<file path="src/verilog/dac_regs_map.svh">
// register map of the output and converter register slice
// assumes word-indexed registers on a 32-bit bus, byte address = index * 4
`ifndef DAC_REGS_MAP_SVH
`define DAC_REGS_MAP_SVH

// register indices (byte address is four times the index)
`define IDX_CHANNEL_SELECT 6'h03
`define IDX_CHANNEL_CONFIG 6'h04
`define IDX_CONVERSION_CODE 6'h05
`define IDX_CONVERTER_SELECT 6'h06
`define IDX_CONVERTER_CONFIG 6'h07
`define IDX_SOFT_CLEAR 6'h08

// reset values
`define RST_WORD 16'h0000
`define RST_READ 32'h0000_0000

// clear targets
`define CODE_ZERO_SCALE 16'h0000
`define CODE_MID_SCALE 16'h8000

// channel configuration fields
`define POS_STEP_ON 4
`define POS_SPAN_LO 0

// channel select fields
`define POS_CHAN_PICK_LO 5
`define POS_CLEAR_SEL_LO 9
`define MASK_CHANNEL_SELECT 16'h1FE0

// converter configuration fields
`define POS_CLAMP_MODE_LO 10
`define POS_POS_CLAMP_LO 6
`define POS_NEG_CLAMP_LO 2
`define POS_SIDE_SEL_LO 0
`define MASK_POS_CLAMP 16'h03C0
`define MASK_NEG_CLAMP 16'h003C

// soft clear field
`define POS_SOFT_CLEAR 0

`endif

</file>
<file path="src/verilog/dac_regs_pkg.sv">
// types shared by the output and converter register slice
// assumes nothing of its surroundings
`default_nettype none

package dac_regs_pkg;

	// output span codes
	typedef enum logic [3:0] {
		SPAN_V_0_5 = 4'h0,
		SPAN_V_0_10 = 4'h1,
		SPAN_V_PM5 = 4'h2,
		SPAN_V_PM10 = 4'h3,
		SPAN_I_3P5_23P5 = 4'h4,
		SPAN_I_0_20 = 4'h5,
		SPAN_I_0_24 = 4'h6,
		SPAN_I_PM24 = 4'h7,
		SPAN_V_0_6 = 4'h8,
		SPAN_V_0_12 = 4'h9,
		SPAN_V_PM6 = 4'hA,
		SPAN_V_PM12 = 4'hB
	} span_t;

	// converter clamp modes
	typedef enum logic [1:0] {
		CLAMP_TRACK = 2'h0,
		CLAMP_USER = 2'h1,
		CLAMP_AUTO = 2'h2,
		CLAMP_INVALID = 2'h3
	} clamp_mode_t;

	// codes 0100..0111 and 111x drive a current output
	function automatic logic span_is_current(input logic [3:0] span);
		span_is_current = (span[3:2] == 2'h1) || (span[3:1] == 3'h7);
	endfunction : span_is_current

endpackage : dac_regs_pkg

`default_nettype wire
</file>
<file path="src/verilog/dac_channel_slot.sv">
// one output channel: configuration word and conversion code
// assumes write strobes and clear pulses come from logic on mclk
`timescale 1ns/1ps
`default_nettype none
`include "dac_regs_map.svh"

module dac_channel_slot (
	input wire logic mclk,
	input wire logic rstSync_n,
	input wire logic cfgWrite,
	input wire logic codeWrite,
	input wire logic [15:0] wrData,
	input wire logic [15:0] wrMask,
	input wire logic clearEvent,
	input wire logic clearToMid,
	output logic [15:0] channelConfig,
	output logic [15:0] conversionCode,
	output logic isCurrent
);

	logic [15:0] cfgMerged;
	logic [15:0] cfg_next;
	logic spanChanged;
	logic [15:0] clearValue;

	////////////////////////////////////////////////////////////////////////////////
	// next values

	// byte-lane merge keeps the lanes that the master left unselected
	always_comb begin
		cfgMerged = (channelConfig & ~wrMask) | (wrData & wrMask);
		cfg_next = cfgWrite ? cfgMerged : channelConfig;
		spanChanged = cfgWrite && (cfgMerged[`POS_SPAN_LO +: 4] != channelConfig[`POS_SPAN_LO +: 4]);
		clearValue = clearToMid ? `CODE_MID_SCALE : `CODE_ZERO_SCALE;
	end

	////////////////////////////////////////////////////////////////////////////////
	// registers

	// step enable and span storage; span resets to 0000, the 0..5 V range
	always_ff @(posedge mclk or negedge rstSync_n) begin
		if (!rstSync_n) begin
			channelConfig <= `RST_WORD;
		end else begin
			channelConfig <= cfg_next;
		end
	end

	// span change reloads code; a clear beats a same-cycle code write
	always_ff @(posedge mclk or negedge rstSync_n) begin
		if (!rstSync_n) begin
			conversionCode <= `RST_WORD;
		end else if (clearEvent || spanChanged) begin
			conversionCode <= clearValue;
		end else if (codeWrite) begin
			conversionCode <= (conversionCode & ~wrMask) | (wrData & wrMask);
		end
	end

	// current or voltage output, kept in step with the span
	always_ff @(posedge mclk or negedge rstSync_n) begin
		if (!rstSync_n) begin
			isCurrent <= 1'b0;
		end else begin
			isCurrent <= dac_regs_pkg::span_is_current(cfg_next[`POS_SPAN_LO +: 4]);
		end
	end
endmodule : dac_channel_slot

`default_nettype wire

</file>
<file path="src/verilog/dac_output_and_converter_regs.sv">
// output and converter register slice of a four-channel converter, Wishbone classic slave
// assumes a 32-bit Wishbone master on mclk; hwClear and autoPosClamp are asynchronous pins
//
// Our own choice: the Wishbone interface to the registers.
`timescale 1ns/1ps
`default_nettype none
`include "dac_regs_map.svh"

module dac_output_and_converter_regs #(
	parameter int ADDR_WIDTH = 8
) (
	input wire logic mclk,
	input wire logic rst_n,
	input wire logic cyc_i,
	input wire logic stb_i,
	input wire logic we_i,
	input wire logic [ADDR_WIDTH-1:0] adr_i,
	input wire logic [3:0] sel_i,
	input wire logic [31:0] dat_i,
	output logic [31:0] dat_o,
	output logic ack_o,
	input wire logic hwClear,
	input wire logic [15:0] autoPosClamp,
	output logic [63:0] channelCode,
	output logic [15:0] channelSpan,
	output logic [3:0] channelIsCurrent,
	output logic [3:0] channelStepOn,
	output logic [63:0] converterConfig
);

	localparam int CHANNELS = 4;

	// the decode needs byte address bits 7:2
	if (ADDR_WIDTH < 8) begin : g_addr_check
		$error("ADDR_WIDTH must be at least 8");
	end

	////////////////////////////////////////////////////////////////////////////////
	// reset and pin synchronisers

	logic [1:0] rstPipe_reg;
	logic rstSync_n;
	logic clearMeta_reg;
	logic clearSync_reg;
	logic clearLast_reg;
	logic [15:0] autoMeta_reg;
	logic [15:0] autoSync_reg;

	// assert asynchronously, release after two edges
	always_ff @(posedge mclk or negedge rst_n) begin
		if (!rst_n) begin
			rstPipe_reg <= 2'h0;
		end else begin
			rstPipe_reg <= {rstPipe_reg[0], 1'b1};
		end
	end
	assign rstSync_n = rstPipe_reg[1];

	// hardware clear pin: two flops, then an edge detector on the second
	always_ff @(posedge mclk or negedge rstSync_n) begin
		if (!rstSync_n) begin
			clearMeta_reg <= 1'b0;
			clearSync_reg <= 1'b0;
			clearLast_reg <= 1'b0;
		end else begin
			clearMeta_reg <= hwClear;
			clearSync_reg <= clearMeta_reg;
			clearLast_reg <= clearSync_reg;
		end
	end

	// auto-learned clamp levels; a bus of slow levels, so bit skew lasts one cycle at most
	always_ff @(posedge mclk or negedge rstSync_n) begin
		if (!rstSync_n) begin
			autoMeta_reg <= `RST_WORD;
			autoSync_reg <= `RST_WORD;
		end else begin
			autoMeta_reg <= autoPosClamp;
			autoSync_reg <= autoMeta_reg;
		end
	end

	////////////////////////////////////////////////////////////////////////////////
	// bus decode

	logic ack_reg;
	logic [31:0] readData_reg;
	logic [5:0] regIdx;
	logic wrAccept;
	logic rdAccept;
	logic [15:0] wrData;
	logic [15:0] wrMask;
	logic softClear;
	logic clearPulse;

	// upper address bits above 7 alias onto the same map
	assign regIdx = adr_i[7:2];
	assign wrAccept = cyc_i && stb_i && we_i && !ack_reg;
	assign rdAccept = cyc_i && stb_i && !we_i && !ack_reg;
	assign wrData = dat_i[15:0];
	assign wrMask = {{8{sel_i[1]}}, {8{sel_i[0]}}};
	assign softClear = wrAccept && (regIdx == `IDX_SOFT_CLEAR) && sel_i[0] && dat_i[`POS_SOFT_CLEAR];
	assign clearPulse = softClear || (clearSync_reg && !clearLast_reg);

	// one wait state: ack one cycle after the strobe, dropped the cycle after
	always_ff @(posedge mclk or negedge rstSync_n) begin
		if (!rstSync_n) begin
			ack_reg <= 1'b0;
		end else begin
			ack_reg <= cyc_i && stb_i && !ack_reg;
		end
	end
	assign ack_o = ack_reg;

	////////////////////////////////////////////////////////////////////////////////
	// select registers

	logic [15:0] chanSelect_reg;
	logic [15:0] converterSelect_reg;
	logic [3:0] chanPick;
	logic [3:0] clearSel;
	logic [3:0] converterPick;

	// channel picks and clear targets; other bits of this word read zero
	always_ff @(posedge mclk or negedge rstSync_n) begin
		if (!rstSync_n) begin
			chanSelect_reg <= `RST_WORD;
		end else if (wrAccept && regIdx == `IDX_CHANNEL_SELECT) begin
			chanSelect_reg <= ((chanSelect_reg & ~wrMask) | (wrData & wrMask)) & `MASK_CHANNEL_SELECT;
		end
	end
	assign chanPick = chanSelect_reg[`POS_CHAN_PICK_LO +: 4];
	assign clearSel = chanSelect_reg[`POS_CLEAR_SEL_LO +: 4];

	// converter picks plus writable reserved bits
	always_ff @(posedge mclk or negedge rstSync_n) begin
		if (!rstSync_n) begin
			converterSelect_reg <= `RST_WORD;
		end else if (wrAccept && regIdx == `IDX_CONVERTER_SELECT) begin
			converterSelect_reg <= (converterSelect_reg & ~wrMask) | (wrData & wrMask);
		end
	end
	assign converterPick = converterSelect_reg[3:0];

	////////////////////////////////////////////////////////////////////////////////
	// channels and converters

	logic [15:0] chanCfg [CHANNELS];
	logic [15:0] convCfg_reg [CHANNELS];

	for (genvar k = 0; k < CHANNELS; k++) begin : g_unit
		logic cfgWrite;
		logic codeWrite;
		logic convWrite;
		logic [15:0] convMerged;
		logic [15:0] keepMask;
		logic [15:0] conv_next;

		// a write reaches every picked channel
		assign cfgWrite = wrAccept && (regIdx == `IDX_CHANNEL_CONFIG) && chanPick[k];
		assign codeWrite = wrAccept && (regIdx == `IDX_CONVERSION_CODE) && chanPick[k];

		dac_channel_slot u_slot (
			.mclk(mclk),
			.rstSync_n(rstSync_n),
			.cfgWrite(cfgWrite),
			.codeWrite(codeWrite),
			.wrData(wrData),
			.wrMask(wrMask),
			.clearEvent(clearPulse),
			.clearToMid(clearSel[k]),
			.channelConfig(chanCfg[k]),
			.conversionCode(channelCode[16*k +: 16]),
			.isCurrent(channelIsCurrent[k])
		);

		assign channelSpan[4*k +: 4] = chanCfg[k][`POS_SPAN_LO +: 4];
		assign channelStepOn[k] = chanCfg[k][`POS_STEP_ON];

		// clamp fields writable only in user mode; mode 11 locks them too
		always_comb begin
			convWrite = wrAccept && (regIdx == `IDX_CONVERTER_CONFIG) && converterPick[k];
			convMerged = (convCfg_reg[k] & ~wrMask) | (wrData & wrMask);
			if (convCfg_reg[k][`POS_CLAMP_MODE_LO +: 2] == dac_regs_pkg::CLAMP_USER) begin
				keepMask = `RST_WORD;
			end else begin
				keepMask = `MASK_POS_CLAMP | `MASK_NEG_CLAMP;
			end
			conv_next = convWrite ? ((convMerged & ~keepMask) | (convCfg_reg[k] & keepMask)) : convCfg_reg[k];
			// auto mode refills the positive clamp every cycle
			if (convCfg_reg[k][`POS_CLAMP_MODE_LO +: 2] == dac_regs_pkg::CLAMP_AUTO) begin
				conv_next[`POS_POS_CLAMP_LO +: 4] = autoSync_reg[4*k +: 4];
			end
		end

		always_ff @(posedge mclk or negedge rstSync_n) begin
			if (!rstSync_n) begin
				convCfg_reg[k] <= `RST_WORD;
			end else begin
				convCfg_reg[k] <= conv_next;
			end
		end
		assign converterConfig[16*k +: 16] = convCfg_reg[k];
	end

	////////////////////////////////////////////////////////////////////////////////
	// readback

	logic [1:0] readChan;
	logic [1:0] readConv;
	logic [15:0] readWord;

	// shared registers read back from the lowest picked unit, unit A if none
	always_comb begin
		readChan = 2'h0;
		readConv = 2'h0;
		for (int i = CHANNELS - 1; i >= 0; i--) begin
			if (chanPick[i]) begin
				readChan = 2'(i);
			end
			if (converterPick[i]) begin
				readConv = 2'(i);
			end
		end
	end

	// unmapped indices read zero and ignore writes
	always_comb begin
		case (regIdx)
			`IDX_CHANNEL_SELECT: readWord = chanSelect_reg;
			`IDX_CHANNEL_CONFIG: readWord = chanCfg[readChan];
			`IDX_CONVERSION_CODE: readWord = channelCode[16*readChan +: 16];
			`IDX_CONVERTER_SELECT: readWord = converterSelect_reg;
			`IDX_CONVERTER_CONFIG: readWord = convCfg_reg[readConv];
			default: readWord = `RST_WORD;
		endcase
	end

	// data is captured with the ack and held until the next read
	always_ff @(posedge mclk or negedge rstSync_n) begin
		if (!rstSync_n) begin
			readData_reg <= `RST_READ;
		end else if (rdAccept) begin
			readData_reg <= {16'h0000, readWord};
		end
	end
	assign dat_o = readData_reg;
endmodule : dac_output_and_converter_regs

`default_nettype wire

</file>
<file path="config.mk">
export PLATFORM = sky130hd
export DESIGN_NAME = dac_output_and_converter_regs
export DESIGN_NICKNAME = d
export VERILOG_FILES = /design/src/verilog/dac_regs_pkg.sv /design/src/verilog/dac_channel_slot.sv /design/src/verilog/dac_output_and_converter_regs.sv
export VERILOG_INCLUDE_DIRS = /design/src /design/src/verilog
export SDC_FILE = /design/constraint.sdc
export NUM_CORES = 1
export LEC_CHECK = 0
export BUFFER_PORTS_ARGS = -buffer_cell sky130_fd_sc_hd__buf_2
export CAP_MARGIN = 20
export CORE_MARGIN = 1.5
export CORE_UTILIZATION = 62
export CTS_BUF_LIST = sky130_fd_sc_hd__clkbuf_8
export DETAILED_ROUTE_END_ITERATION = 12
export PLACE_DENSITY = 0.88
export REMOVE_ABC_BUFFERS = 1
export SLEW_MARGIN = 10
export SYNTH_ARGS = -nofsm -noshare
export SYNTH_HDL_FRONTEND = slang
export SYNTH_SLANG_ARGS = --single-unit
</file>
<file path="constraint.sdc">
create_clock -name mclk -period 19.7 [get_ports mclk]
set_input_delay 2.955 -clock mclk [delete_from_list [all_inputs] [get_ports mclk]]
set_output_delay 2.955 -clock mclk [all_outputs]
set_load 0.01 [all_outputs]
</file>
==> results.sh <==
export IMPL_drt_initial_drc_count=1169
export IMPL_crit_slowest_cell="o21ai_2"
export IMPL_die_width_um=147
export IMPL_rows=52
export IMPL_gp_congestion=0.895
export IMPL_clkLatencyLatePin_ns=0.57
export IMPL_slew_viol_final=0
export IMPL_power_static_leakage_nw=7.97
export IMPL_tightestPinTransition_ns=1.15
export IMPL_path_cells="buf_2, or4b_1, nor3_2, buf_4, nand3_1, o21ai_2, mux2_2"
export IMPL_max_freq_mhz=183
export IMPL_synth_cells=1126
export IMPL_worstSetupPathType="in2reg"
export IMPL_dp_hpwl_um=26300
export IMPL_min_period_ns=5.47
export IMPL_grt_setup_unrepaired="false"
export IMPL_seq_area_um2=6860
export IMPL_cts_made_buffers=44
export IMPL_critical_path_top_delay_family="simple AND/OR/NAND/NOR gates"
export IMPL_synth_edff_count=0
export IMPL_tritoncts="yes"
export IMPL_die_area_um2=21700
export IMPL_cts_resized_gates=0
export IMPL_path_buf_inv=2
export IMPL_avgSynthCellArea_um2=11.5
export IMPL_worstHoldPathType="reg2reg"
export IMPL_routed_wl_um=37500
export IMPL_yosysSeqAreaShare_pct=53.1
export IMPL_die_y_um=147
export IMPL_synth_top_area_share_pct=53.1
export IMPL_finalHoldViolCount=0
export IMPL_status="completed"
export IMPL_synth_ff_type="dfrtp_1"
export IMPL_portBuffers=214
export IMPL_layout_cells_non_filler=1605
export IMPL_final_setup_tns_ns=0
export IMPL_async_flop_share_pct=100
export IMPL_grt_util_all_layers_pct=34.8
export IMPL_fin_ws_ns=14.23
export IMPL_drt_pass1_iterations=9
export IMPL_multi_input_area_um2=5430
export IMPL_power_per_cell_area_nw_per_um2=75.5
export IMPL_ioPinCount=251
export IMPL_ys_warn_count=0
export IMPL_relSlewSlack_pct=21.3
export IMPL_cts_path_max_buffers=3
export IMPL_via_count=10400
export IMPL_cp_end_kind="flip-flop"
export IMPL_synth_ff_latch_count=274
export IMPL_routed_via_density=6.48
export IMPL_drv_cap=0
export IMPL_ant_nets=0
export IMPL_setup_viol=0
export IMPL_grt_util_met2_pct=54.8
export IMPL_grt_start_max_net_pins=81
export IMPL_synthesis_area_um2=12900
export IMPL_fillers=1355
export IMPL_grt_pass1_vias=10600
export IMPL_ir_worst_vdd_mv=0.0722
export IMPL_cp_max_fo=16
export IMPL_path_clk_slew_ns=0.06
export IMPL_drc=0
export IMPL_period_share_pct=27.8
export IMPL_yosys_top_cells_area="dfrtp_1 53%, mux2_2 12%, mux2i_1 5.7%"
export IMPL_nets=1368
export IMPL_dp_cells=1525
export IMPL_grt_ovfl_total=0
export IMPL_start_util_pct=63.6
export IMPL_h_tree_depth=2
export IMPL_arrival_ns=5.91
export IMPL_cp_slowest_stage_delay_ns=0.88
export IMPL_grt_use_met3_pct=9.63
export IMPL_drive_gt1_share_pct=33.9
export IMPL_grtUsageMet1_pct=45.7
export IMPL_cts_hold_fix_buffers=0
export IMPL_power_w=0.00112
export IMPL_required_ns=20.14
export IMPL_syn2layout_area_growth_pct=15.0
export IMPL_grt_pass1_wl_um=58300
export IMPL_place_ws_ns=13.69
export IMPL_cts_sinks=274
export IMPL_holdWs_ns=0.343
export IMPL_root_buffer="clkbuf_8"
export IMPL_antenna_found_initial=2
export IMPL_critPathLaunchType="primary input"
export IMPL_skew_ns=0.0218
export IMPL_drt_wirelength_per_cell_um=23.4
export IMPL_synth_top_cell_by_area="dfrtp_1"
export IMPL_busiest_layer="met2"
export IMPL_postCtsSetupRepairBufs=0
export IMPL_synth_cell_types=66
export IMPL_core_um2=20300
[layer usage]
layer	share of wire (%)	wire [um]
met1	38	14300
met2	47	17700
met3	12	4380
met4	3.3	1240
met5	0	0
[layout by cell type, fill, tap and decap left out, types with 11 or more instances in the layout]
cell type    n
mux2i_1     74
o22ai_1     15
a22oi_1     13
nand2_1     54
a21oi_1     40
mux2_2     134
nand3_1     14
nor2_1      83
inv_1       33
nor3b_1     13
xor2_1      16
a22o_1      14
clkbuf_8    59
dfrtp_1    273
buf_4       19
nor3_1      11
buf_2      214
nor2b_1     20
a2111oi_0   11
conb_1      17
a221o_1     14
o21ai_0     49
[area by class of cell]
type / count / area share [%]
clock inverters: 18 / 0.523
diodes: 2 / 0.0337
clock buffers: 59 / 5.47
well taps: 270 / 2.28
repair buffers: 234 / 8.37
multi-input cells: 729 / 36.6
inverters: 19 / 0.481
flip-flops and latches: 274 / 46.3
[per-stage QoR]
| stage | instance area [um2] | util (%) |
|---|---|---|
| floorplan | 12300 | - |
| global placement | 13900 | 68.5 |
| detailed placement | 13900 | 68.5 |
| CTS | 14800 | 72.9 |
| global route | 14800 | 73.0 |
| finish | 14800 | 73.1 |
[final timing paths]
path                                            from                         endpoint  slack (ns)  cells past startpoint
max                                         adr_i[5]                        flip-flop       14.23                      7
min                        autoMeta_reg[6]$_DFF_PN0_        autoSync_reg[6]$_DFF_PN0_        0.34                      0
max reg2reg                          ack_o$_DFF_PN0_                        flip-flop       16.37                      5
min reg2reg                autoMeta_reg[6]$_DFF_PN0_        autoSync_reg[6]$_DFF_PN0_        0.34                      0
max in group asynchronous   rstPipe_reg[1]$_DFF_PN0_  converterConfig[25]$_DFFE_PN0P_       17.08                      2
min in group asynchronous   rstPipe_reg[1]$_DFF_PN0_       asynchronous set/reset pin        0.40                      0
[Yosys cell counts (3+ instances only)]
master     count
nand2_1       54
a222oi_1       8
nand2b_1       9
o211ai_1       5
mux2i_1       74
clkbuf_1      63
buf_1          7
or3_1          3
a32oi_1        6
and3_1         5
buf_2          9
nor2_1        83
a221o_1       14
a221oi_1       8
dfrtp_1      274
o21ai_0       49
or2_2          4
a22oi_1       13
o22ai_1       15
a21oi_1       40
nand3_1       14
buf_4         40
mux2_2       134
nor2b_1       20
nand3_2        8
a2111oi_0     11
o2111ai_1      6
nor4_1         4
nand3b_1       3
a31oi_1        8
a22o_1        14
o22a_1         6
inv_1         19
xor2_1        16
nor3b_1       13
and4_1         3
and2_1        10
nor3_1        12
o221ai_1       4
o21ai_1        3
[where the power goes]
part           total [W]  switching, W  internal (W)
clock           0.000490      0.000225      0.000266
sequential      0.000575    0.00000622      0.000569
combinational  0.0000549     0.0000410     0.0000139
[cell families (layout without fill, tap and decap cells)]
family	Yosys count	in the layout	synth area share, %
XOR/XNOR	16	16	1.09
other	2	19	0.0582
buffers and inverters	138	330	5.27
AND/OR/NAND/NOR	257	257	10.3
flip-flops	274	274	53.1
multiplexers	208	208	17.4
AO/OA/AOI/OAI	231	231	12.7
Power figures use the tool's default switching activity.
